`config.mk`:
```
export PLATFORM = sky130hd
export DESIGN_NAME = dmt_core
export DESIGN_NICKNAME = d
export VERILOG_FILES = /design/src/core/dmt_core.v
export VERILOG_INCLUDE_DIRS = /design/src /design/src/shared
export SDC_FILE = /design/constraint.sdc
export NUM_CORES = 1
export LEC_CHECK = 0
export ABC_AREA = 1
export ABC_CLOCK_PERIOD_IN_PS = 2100
export BUFFER_PORTS_ARGS = -buffer_cell sky130_fd_sc_hd__buf_2
export CAP_MARGIN = 10
export CORE_UTILIZATION = 58
export DETAILED_ROUTE_END_ITERATION = 10
export HOLD_SLACK_MARGIN = 0.08
export PLACE_DENSITY_LB_ADDON = 0.1
export SKIP_LAST_GASP = 1
export SLEW_MARGIN = 25
export SYNTH_ARGS = -nofsm -noshare
export SYNTH_HDL_FRONTEND = slang
export SYNTH_SLANG_ARGS = --single-unit
export TNS_END_PERCENT = 20
```
`constraint.sdc`:
```
create_clock -name sys_clk -period 2.1 [get_ports sys_clk]
set_input_delay 0.42 -clock sys_clk [delete_from_list [all_inputs] [get_ports sys_clk]]
set_output_delay 0.42 -clock sys_clk [all_outputs]
set_load 0.01 [all_outputs]
```
`src/shared/dmt_defs.vh`:
```
// Constants for the discrete input and move trigger logic.
// Assumes a 100 MHz system clock and APB register access with 32-bit data.
`ifndef DMT_DEFS_VH
`define DMT_DEFS_VH

// ----------------------------------------------------------------
// Register byte offsets
// ----------------------------------------------------------------
`define DMT_OFS_FUNC 12'h000
`define DMT_OFS_POL 12'h004
`define DMT_OFS_SCAN 12'h008
`define DMT_OFS_OUTCFG 12'h00C
`define DMT_OFS_STATUS 12'h010
`define DMT_OFS_HOME 12'h014

// ----------------------------------------------------------------
// Input function codes, three bits per input
// ----------------------------------------------------------------
`define DMT_FN_NONE 3'h0
`define DMT_FN_LIMIT 3'h1
`define DMT_FN_JOGP 3'h2
`define DMT_FN_JOGN 3'h3
`define DMT_FN_JOGSPD 3'h4
`define DMT_FN_KILL 3'h5
`define DMT_FN_MSEL 3'h6
`define DMT_FN_STOP 3'h7
`define DMT_FN_WBOOT 3'h0

// ----------------------------------------------------------------
// Output function codes and field positions
// ----------------------------------------------------------------
`define DMT_OUT_NONE 2'h0
`define DMT_OUT_BRAKE 2'h1
`define DMT_OUT_MOTION 2'h2
`define DMT_OUT_STALL 2'h3
`define DMT_OUTCFG_POL 2
`define DMT_FUNC_WB_BIT 12

// ----------------------------------------------------------------
// Timing
// ----------------------------------------------------------------
`define DMT_CLK_HZ 100000000
`define DMT_MS_CYCLES 17'd100000
`define DMT_SCAN_MAX_MS 15'd19656
// Tachometer window: 1 / 156.25 Hz = 6.4 ms.
`define DMT_TACH_US 6400
// Window in 10 ns cycles, sized to the tachometer counter width.
`define DMT_TACH_CYCLES 20'd640000
`define DMT_WB_MIN_US 500

// ----------------------------------------------------------------
// Motion command codes and rate codes
// ----------------------------------------------------------------
`define DMT_CMD_RUN 2'h0
`define DMT_CMD_STOP 2'h1
`define DMT_CMD_KILL 2'h2
`define DMT_RATE_JOG 1'b0
`define DMT_RATE_STOP 1'b1

`endif

```
`src/core/dmt_core.v`:
```
// Discrete input function logic, move trigger and homing sequencer.
// Assumes level inputs synchronous to sys_clk, an APB master, and a
// profile engine that obeys the command, speed and direction outputs.
//
// How it works
// - Limit active during motion: stop at stop rate, latch direction.
// - After latch, jog and step input pass only in the opposite direction until limit input is released.
// - Held jog input: jog accel, low or high velocity per speed input.
// - No speed input configured means low jog velocity.
// - Speed input change during jog ramps to the new velocity.
// - Kill ends all motion at once, no ramp.
// - Stop ends all motion at the stop rate.
// - Move-select bits form a 3-bit code; zero idle, n runs move n.
// - Move select only on inputs 1 to 3, input 1 is LSB.
// - Bit weight fixed by input number even if others unused.
// - Move starts only after code stable for the scan time.
// - Scan time accepted from 0 to 19656 ms.
// - Warm reset and fault clear on warm-boot release edge.
// - Brake output follows any fault, with configurable polarity.
// - In-motion output during step pulses or a stored move.
// - No in-motion for step rates below 156.25 Hz.
// - Stall output follows the stall estimator.
// - Each input has its own polarity before function decode.
// - Homing searches at velocity sign until limit goes active.
// - Then reverses and creeps at one sixteenth until limit releases.
// - Then offset move opposite to search, then zero position.
// - Step and direction inputs discarded while a stored move runs.
`timescale 1ns/1ns
`default_nettype none
`include "dmt_defs.vh"

module dmt_core (
   input wire sys_clk,
   input wire rst_n,
   input wire psel,
   input wire penable,
   input wire pwrite,
   input wire [11:0] paddr,
   input wire [31:0] pwdata,
   output reg [31:0] prdata,
   output wire pready,
   output wire pslverr,
   input wire [3:0] din,
   output reg dout,
   input wire step_in,
   input wire dir_in,
   input wire fault,
   input wire stall_open_loop_stall_estimator,
   input wire engine_busy,
   input wire engine_stopped,
   input wire move_done,
   output reg [1:0] motion_cmd,
   output reg motion_rate,
   output reg jog_run,
   output reg jog_dir,
   output reg jog_high,
   output reg move_start,
   output reg [2:0] move_num,
   output reg home_creep,
   output reg home_offset,
   output reg home_dir,
   output reg zero_pos,
   output reg step_out,
   output reg dir_out,
   output reg warm_reset
);

   // ----------------------------------------------------------------
   // Homing states
   // ----------------------------------------------------------------
   localparam HS_IDLE = 5'b00001;
   localparam HS_SEARCH = 5'b00010;
   localparam HS_BRAKE = 5'b00100;
   localparam HS_CREEP = 5'b01000;
   localparam HS_OFFSET = 5'b10000;

   reg [11:0] func_cfg;
   reg wb_en;
   reg [3:0] pol_cfg;
   reg [14:0] scan_ms;
   reg [1:0] out_fn;
   reg out_pol;
   reg [6:0] home_mask;
   reg [3:0] act;
   reg [3:0] act_d;
   reg [2:0] code_d;
   reg [14:0] ms_left;
   reg [16:0] ms_div;
   reg armed;
   reg [2:0] armed_code;
   reg lim_latched;
   reg lim_dir;
   reg stored_run;
   reg [4:0] hstate;
   reg step_d;
   reg [19:0] tach_cnt;
   reg tach_seen;
   reg in_motion;

   // Function-to-input match for one code, used by the decodes below except move select and warm boot.
   function has_fn;
      input [11:0] cfg;
      input [3:0] lvl;
      input [2:0] fn;
      integer k;
      begin
         has_fn = 1'b0;
         for (k = 0; k < 4; k = k + 1) begin
            if (cfg[k*3 +: 3] == fn && lvl[k])
               has_fn = 1'b1;
         end
      end
   endfunction

   // ----------------------------------------------------------------
   // APB slave
   // ----------------------------------------------------------------
   // Zero wait states; unmapped reads return zero without error.
   assign pready = 1'b1;
   assign pslverr = 1'b0;

   always @(posedge sys_clk or negedge rst_n) begin
      if (!rst_n) begin
         func_cfg <= 12'h000;
         wb_en <= 1'b0;
         pol_cfg <= 4'hF;
         scan_ms <= 15'h0000;
         out_fn <= `DMT_OUT_NONE;
         out_pol <= 1'b0;
         home_mask <= 7'h00;
      end else if (psel && penable && pwrite) begin
         case (paddr)
            `DMT_OFS_FUNC: begin
               func_cfg <= pwdata[11:0];
               wb_en <= pwdata[`DMT_FUNC_WB_BIT];
            end
            `DMT_OFS_POL: pol_cfg <= pwdata[3:0];
            `DMT_OFS_SCAN: begin
               // Values past the limit clamp rather than wrap.
               if (pwdata[31:0] > {17'h00000, `DMT_SCAN_MAX_MS})
                  scan_ms <= `DMT_SCAN_MAX_MS;
               else
                  scan_ms <= pwdata[14:0];
            end
            `DMT_OFS_OUTCFG: begin
               out_fn <= pwdata[1:0];
               out_pol <= pwdata[`DMT_OUTCFG_POL];
            end
            `DMT_OFS_HOME: home_mask <= pwdata[6:0];
            default: ;
         endcase
      end
   end

   // Read mux; status shows the block's own state.
   always @* begin
      case (paddr)
         `DMT_OFS_FUNC: prdata = {19'h00000, wb_en, func_cfg};
         `DMT_OFS_POL: prdata = {28'h0000000, pol_cfg};
         `DMT_OFS_SCAN: prdata = {17'h00000, scan_ms};
         `DMT_OFS_OUTCFG: prdata = {29'h00000000, out_pol, out_fn};
         `DMT_OFS_STATUS: prdata = {15'h0000, hstate, stored_run, in_motion,
            lim_dir, lim_latched, armed_code, 1'b0, act};
         `DMT_OFS_HOME: prdata = {25'h0000000, home_mask};
         default: prdata = 32'h00000000;
      endcase
   end

   // ----------------------------------------------------------------
   // Input polarity and function decode
   // ----------------------------------------------------------------
   // Polarity bit 1 means active high.
   always @(posedge sys_clk or negedge rst_n) begin
      if (!rst_n) begin
         act <= 4'h0;
         act_d <= 4'h0;
      end else begin
         act <= ~(din ^ pol_cfg);
         act_d <= act;
      end
   end

   wire lim_on = has_fn(func_cfg, act, `DMT_FN_LIMIT);
   wire lim_was = has_fn(func_cfg, act_d, `DMT_FN_LIMIT);
   wire lim_fall = lim_was && !lim_on;
   wire jog_p = has_fn(func_cfg, act, `DMT_FN_JOGP);
   wire jog_n = has_fn(func_cfg, act, `DMT_FN_JOGN);
   wire spd = has_fn(func_cfg, act, `DMT_FN_JOGSPD);
   wire kill_on = has_fn(func_cfg, act, `DMT_FN_KILL);
   wire stop_on = has_fn(func_cfg, act, `DMT_FN_STOP);
   // Warm boot shares the input 4 slot when enabled.
   wire wb_on = wb_en && act[3];
   wire wb_was = wb_en && act_d[3];
   // Only inputs 1 to 3 may select moves; each keeps its own weight.
   wire [2:0] msel_code;
   genvar g;
   generate
      for (g = 0; g < 3; g = g + 1) begin : g_msel
         assign msel_code[g] = (func_cfg[g*3 +: 3] == `DMT_FN_MSEL) && act[g];
      end
   endgenerate

   wire moving = engine_busy || in_motion || stored_run;

   // ----------------------------------------------------------------
   // Move select debounce and launch
   // ----------------------------------------------------------------
   // Any code change reloads the timer; a launch disarms until the code
   // changes again, so a held code cannot retrigger.
   always @(posedge sys_clk or negedge rst_n) begin
      if (!rst_n) begin
         code_d <= 3'h0;
         ms_left <= 15'h0000;
         ms_div <= 17'h00000;
         armed <= 1'b0;
         armed_code <= 3'h0;
         move_start <= 1'b0;
         move_num <= 3'h0;
      end else begin
         move_start <= 1'b0;
         code_d <= msel_code;
         if (msel_code != code_d) begin
            ms_left <= scan_ms;
            ms_div <= 17'h00000;
            armed <= 1'b1;
            armed_code <= msel_code;
         end else if (armed) begin
            if (ms_left == 15'h0000) begin
               armed <= 1'b0;
               if (armed_code != 3'h0 && !kill_on && !stop_on) begin
                  move_start <= 1'b1;
                  move_num <= armed_code;
               end
            end else if (ms_div == `DMT_MS_CYCLES - 17'd1) begin
               ms_div <= 17'h00000;
               ms_left <= ms_left - 15'd1;
            end else begin
               ms_div <= ms_div + 17'd1;
            end
         end
      end
   end

   // ----------------------------------------------------------------
   // Travel limit latch and stored-move tracking
   // ----------------------------------------------------------------
   always @(posedge sys_clk or negedge rst_n) begin
      if (!rst_n) begin
         lim_latched <= 1'b0;
         lim_dir <= 1'b0;
         stored_run <= 1'b0;
      end else begin
         if (lim_on && !lim_was && moving && hstate == HS_IDLE) begin
            lim_latched <= 1'b1;
            lim_dir <= jog_run ? jog_dir : dir_out;
         end else if (lim_fall) begin
            lim_latched <= 1'b0;
         end
         if (move_start)
            stored_run <= 1'b1;
         else if (move_done || kill_on || stop_on)
            stored_run <= 1'b0;
      end
   end

   // ----------------------------------------------------------------
   // Homing sequencer
   // ----------------------------------------------------------------
   always @(posedge sys_clk or negedge rst_n) begin
      if (!rst_n) begin
         hstate <= HS_IDLE;
         home_creep <= 1'b0;
         home_offset <= 1'b0;
         home_dir <= 1'b0;
         zero_pos <= 1'b0;
      end else begin
         zero_pos <= 1'b0;
         if (kill_on || stop_on) begin
            hstate <= HS_IDLE;
            home_creep <= 1'b0;
            home_offset <= 1'b0;
         end else begin
            case (hstate)
               HS_IDLE: begin
                  if (move_start && home_mask[move_num - 3'd1])
                     hstate <= HS_SEARCH;
               end
               HS_SEARCH: begin
                  if (lim_on && !lim_was)
                     hstate <= HS_BRAKE;
               end
               HS_BRAKE: begin
                  if (engine_stopped) begin
                     hstate <= HS_CREEP;
                     home_creep <= 1'b1;
                     home_dir <= 1'b1;
                  end
               end
               HS_CREEP: begin
                  if (lim_fall) begin
                     hstate <= HS_OFFSET;
                     home_creep <= 1'b0;
                     home_offset <= 1'b1;
                  end
               end
               HS_OFFSET: begin
                  if (move_done) begin
                     hstate <= HS_IDLE;
                     home_offset <= 1'b0;
                     home_dir <= 1'b0;
                     zero_pos <= 1'b1;
                  end
               end
               default: hstate <= HS_IDLE;
            endcase
         end
      end
   end

   // ----------------------------------------------------------------
   // Motion command arbitration
   // ----------------------------------------------------------------
   // Kill outranks stop, which outranks a limit hit; jogging is vetoed
   // toward a latched limit so a trapped actuator can still back out.
   always @(posedge sys_clk or negedge rst_n) begin
      if (!rst_n) begin
         motion_cmd <= `DMT_CMD_RUN;
         motion_rate <= `DMT_RATE_JOG;
         jog_run <= 1'b0;
         jog_dir <= 1'b0;
         jog_high <= 1'b0;
         step_out <= 1'b0;
         dir_out <= 1'b0;
      end else begin
         jog_high <= spd;
         if (kill_on) begin
            motion_cmd <= `DMT_CMD_KILL;
            jog_run <= 1'b0;
         end else if (stop_on) begin
            motion_cmd <= `DMT_CMD_STOP;
            motion_rate <= `DMT_RATE_STOP;
            jog_run <= 1'b0;
         end else if (lim_on && !lim_was && moving && hstate != HS_CREEP) begin
            motion_cmd <= `DMT_CMD_STOP;
            motion_rate <= `DMT_RATE_STOP;
            jog_run <= 1'b0;
         end else begin
            motion_cmd <= `DMT_CMD_RUN;
            motion_rate <= `DMT_RATE_JOG;
            if (jog_p && !(lim_latched && !lim_dir)) begin
               jog_run <= 1'b1;
               jog_dir <= 1'b0;
            end else if (jog_n && !(lim_latched && lim_dir)) begin
               jog_run <= 1'b1;
               jog_dir <= 1'b1;
            end else begin
               jog_run <= 1'b0;
            end
         end
         // External steps pass only when no stored move owns the axis.
         if (!stored_run && !kill_on && !stop_on &&
               !(lim_latched && dir_in == lim_dir)) begin
            step_out <= step_in;
            dir_out <= dir_in;
         end else begin
            step_out <= 1'b0;
         end
      end
   end

   // ----------------------------------------------------------------
   // Step tachometer and output function
   // ----------------------------------------------------------------
   // Two rising edges within 6.4 ms are needed, which is the 156.25 Hz
   // floor; a single stray pulse never shows as motion.
   always @(posedge sys_clk or negedge rst_n) begin
      if (!rst_n) begin
         step_d <= 1'b0;
         tach_cnt <= 20'h00000;
         tach_seen <= 1'b0;
         in_motion <= 1'b0;
         dout <= 1'b0;
         warm_reset <= 1'b0;
      end else begin
         step_d <= step_in;
         if (step_in && !step_d) begin
            tach_cnt <= 20'h00000;
            tach_seen <= 1'b1;
            in_motion <= tach_seen;
         end else if (tach_cnt == `DMT_TACH_CYCLES) begin
            tach_seen <= 1'b0;
            in_motion <= 1'b0;
         end else begin
            tach_cnt <= tach_cnt + 20'd1;
         end
         warm_reset <= wb_was && !wb_on;
         case (out_fn)
            `DMT_OUT_BRAKE: dout <= fault ^ ~out_pol;
            `DMT_OUT_MOTION: dout <= (in_motion || stored_run) ^ ~out_pol;
            `DMT_OUT_STALL: dout <= stall_open_loop_stall_estimator ^ ~out_pol;
            default: dout <= ~out_pol;
         endcase
      end
   end

endmodule
`default_nettype wire

```
==> flow_summary.yaml <==
power:
  intPower_mw: 5.06
  power_frac_clock_pct: 47.4
  combinationalPowerShare_pct: 10.3
  swShare_pct: 25.2
  p_switching_mw: 1.71
  p_total_mw: 6.76
  power_density_nw_per_um2: 720
  p_leak_nw: 4.91
  p_seq_share_pct: 42.3
  peakVddDrop_v: 0.000555
finish:
  final_cell_area_um2: 9390
  areaGrowthSynthToFinish_pct: 18.8
  n_antenna_cell: 0
  fin_nets: 1281
  layout-drive-gt1-share_pct: 17.4
  final_core_util_pct: 70.6
global_route:
  grt-ovfl-total: 0
  grt_pass1_vias: 6895
  antenna_found_initial: 0
  grt_use_total_pct: 30.9
  grt_pass1_wl_um: 34000
  grt_max_degree: 50
critical_path:
  path_buf_inv: 3
  required_ns: 1.68
  endpoint_kind: "output port"
  worstPathArrival_ns: 1.69
  cpLargestDelayFamily: "simple AND/OR/NAND/NOR gates"
  r2r-start: "func_cfg[1]$_DFFE_PN0P_"
  max_stage_delay_ns: 0.27
  path_cells: "buf_2, or2_4, nor2_4, nand3_1, buf_4, o211ai_1, buf_2"
  crit_fanout: 10
  crit_slowest_cell: "or2_4"
  startpoint_type: "primary input"
  critPathKind: "primary input to output port"
  ff2ff_path_depth: 8
  cp_common_cell: "buf_2"
  r2r-end: "move_num[0]$_DFFE_PN0P_"
  reg2reg_slack_ns: 0.16
clock_network:
  clkTransAtPathRegs_ns: 0.06
  clock_latency_ns: 0.43
  cts_made_buffers: 17
  h-tree-depth: 4
  cts_tree: "yes"
  clockBufferDepth: 2
  root_buffer: "clkbuf_16"
  clock-sinks: 138
synth:
  syn_inst: 1080
  ys_ff_latch: 138
  syn_area_per_cell_um2: 7.32
  yosysTopAreaCellShare_pct: 42.1
  ys.flop_type: "dfrtp_1"
  async_reset_ff_share_pct: 100
  synth_most_common_cell: "nand2_1"
  ys_warn_count: 0
  yosysSeqAreaShare_pct: 43.8
  synth-edff-count: 0
  syn-cell-area_um2: 7910
  yosysTopAreaCell: "dfrtp_1"
  yosys-top-cells-area: "dfrtp_1, nand2_1, inv_1"
  yosys-top-cells-count: "nand2_1, dfrtp_1, inv_1"
  synth_cell_types: 48
sta:
  fmax_mhz: 474
  period_needed_ns: 2.11
  hold_viol: 0
  tightestPinTransition_ns: 0.746
  rsz0062_at_grt: "true"
  finalWorstSetupSlack_ns: -0.00753
  slew_violations: 0
  finClkSkew_ns: 0.0130
  slew-limit-headroom_pct: 49.8
  fin_crit_sh_pct: 100
  final-setup-viol-count: 2
die:
  initial_utilization_pct: 59.5
  ios: 112
  die_w_um: 119
  core_um2: 13300
  fp.dieH_um: 119
  rows: 42
  die_area_um2: 14100
route:
  firstDrtPassIters: 6
  via_per_inst: 5.29
  ant_nets: 0
  wl_met2_um: 9740
  drt-total-wl_um: 20800
  highest-signal-layer: "met4"
  drt-met1-wl_um: 9430
  routedWlPerCell_um: 14.8
  route.vias.total: 7423
  drc: 0
  wl_met3_um: 1050
  drt_iter0_markers: 662
placed_design:
  place_area_um2: 8690
  dp_slack_ns: 0.00937
  gp_congestion: 0.998
  dp_hpwl_um: 15800
  io_buffers: 94
run_status:
  violations: "setup timing"
  outcome: "finished, violations left"
worst_hold_path:
  hold_end: "step_d$_DFF_PN0_"
  hold_path.class: "primary input to flop"
  min_from: "step_in"
  whs_path_depth: 1
run:
  max-cap-violations: 0
## through the flow
| step | instances | hold WS (ns) | setup TNS (ns) |
|---|---|---|---|
| final | 1404 | 0.123 | -0.00804 |
| after floorplan | 1095 | 0.124 | 0 |
| after detailed placement | 1366 | 0.392 | 0 |
| after global routing | 1404 | 0.115 | -0.591 |
| after CTS | 1399 | 0.113 | 0 |
| after global placement | 1366 | 0.396 | 0 |
## layout make-up
class,count,area [um^2]
well taps,176,220
flip-flops and latches,138,3460
clock inverters,13,189
multi-input cells,779,3730
fillers,1147,3900
repair buffers,137,815
inverters,142,533
clock buffers,19,443
## worst reg2reg max path, stage by stage, from the launching register on
cell,delay [ns]
dfrtp_1,0.48
inv_2,0.10
nor3_4,0.28
xnor2_1,0.21
nand2_4,0.15
inv_2,0.22
nand2_1,0.20
nand2_1,0.10
o21ai_0,0.08
## cell families after synthesis
kind of cell    after synthesis  share of synthesized area (%)
xor+xnor                     27                           2.99
fa+ha+maj                     6                          0.949
compound gates              138                           9.87
flops                       138                           43.8
mux                           1                          0.142
other cells                   2                         0.0950
buf+inv                     178                           10.1
simple gates                590                           32.1
## layer usage
metal / vias up / GRT usage [%]
li1: 3711 / -
met1: 3429 / 41.8
met2: 250 / 49.7
met3: 33 / 5.41
met4: 0 / 11.4
met5: - / 0
## cell usage in the layout (no fill, tap or decap), types with 4 or more instances in the layout
cell type | Yosys | routed
o221ai_1 | 7 | 7
nand4_1 | 29 | 29
nand3_1 | 65 | 65
xor2_1 | 16 | 16
or2_2 | 6 | 6
nor2_4 | 4 | 5
xnor2_1 | 11 | 11
o21ai_0 | 80 | 78
inv_1 | 132 | 129
conb_1 | 2 | 17
inv_6 | 0 | 5
nor2_2 | 5 | 7
ha_1 | 6 | 6
o31ai_1 | 5 | 5
clkbuf_16 | 0 | 17
nor3_1 | 18 | 17
buf_2 | 7 | 93
nor2_1 | 116 | 113
a21oi_1 | 17 | 17
dfstp_2 | 5 | 5
nand2_1 | 323 | 322
inv_2 | 9 | 12
nor4_1 | 9 | 9
bufinv_16 | 0 | 4
o21ai_1 | 8 | 10
buf_4 | 19 | 41
dfrtp_1 | 133 | 133
o22ai_1 | 12 | 12
## worst max-delay path by stage
stage	from	end	cells past startpoint
final	paddr[1]	prdata[12]	7
after global routing	paddr[1]	prdata[3]	10
after CTS	paddr[9]	prdata[2]	9
after detailed placement	paddr[9]	prdata[2]	9
after global placement	paddr[1]	prdata[2]	8
after floorplan	paddr[11]	prdata[9]	6
## flip-flops by register name, summed over array words and instances (netlist names), 2 cells and up
register	cells
tach_cnt	20
ms_div	17
ms_left	15
scan_ms	15
func_cfg	12
home_mask	7
hstate	5
act	4
act_d	4
pol_cfg	4
armed_code	3
code_d	3
move_num	3
motion_cmd	2
out_fn	2
## timing repair
action | 4_1_cts | 5_1_grt
gates resized for setup | 0 | 12
endpoints found under the setup margin | 0 | 52
hold buffers | 1 | 0
endpoints found under the hold margin | 42 | 0
buffers inserted | 0 | 5
## power by group through the flow
stage | registers (mW) | clock network, mW | logic (mW)
final | 2.86 | 3.21 | 0.698
after global routing | 2.87 | 3.36 | 0.777
after CTS | 2.86 | 3.24 | 0.690
after detailed placement | 2.90 | 0 | 0.680
after global placement | 2.90 | 0 | 0.669
after floorplan | 2.90 | 0 | 0.413
Power figures use the tool's default switching activity.
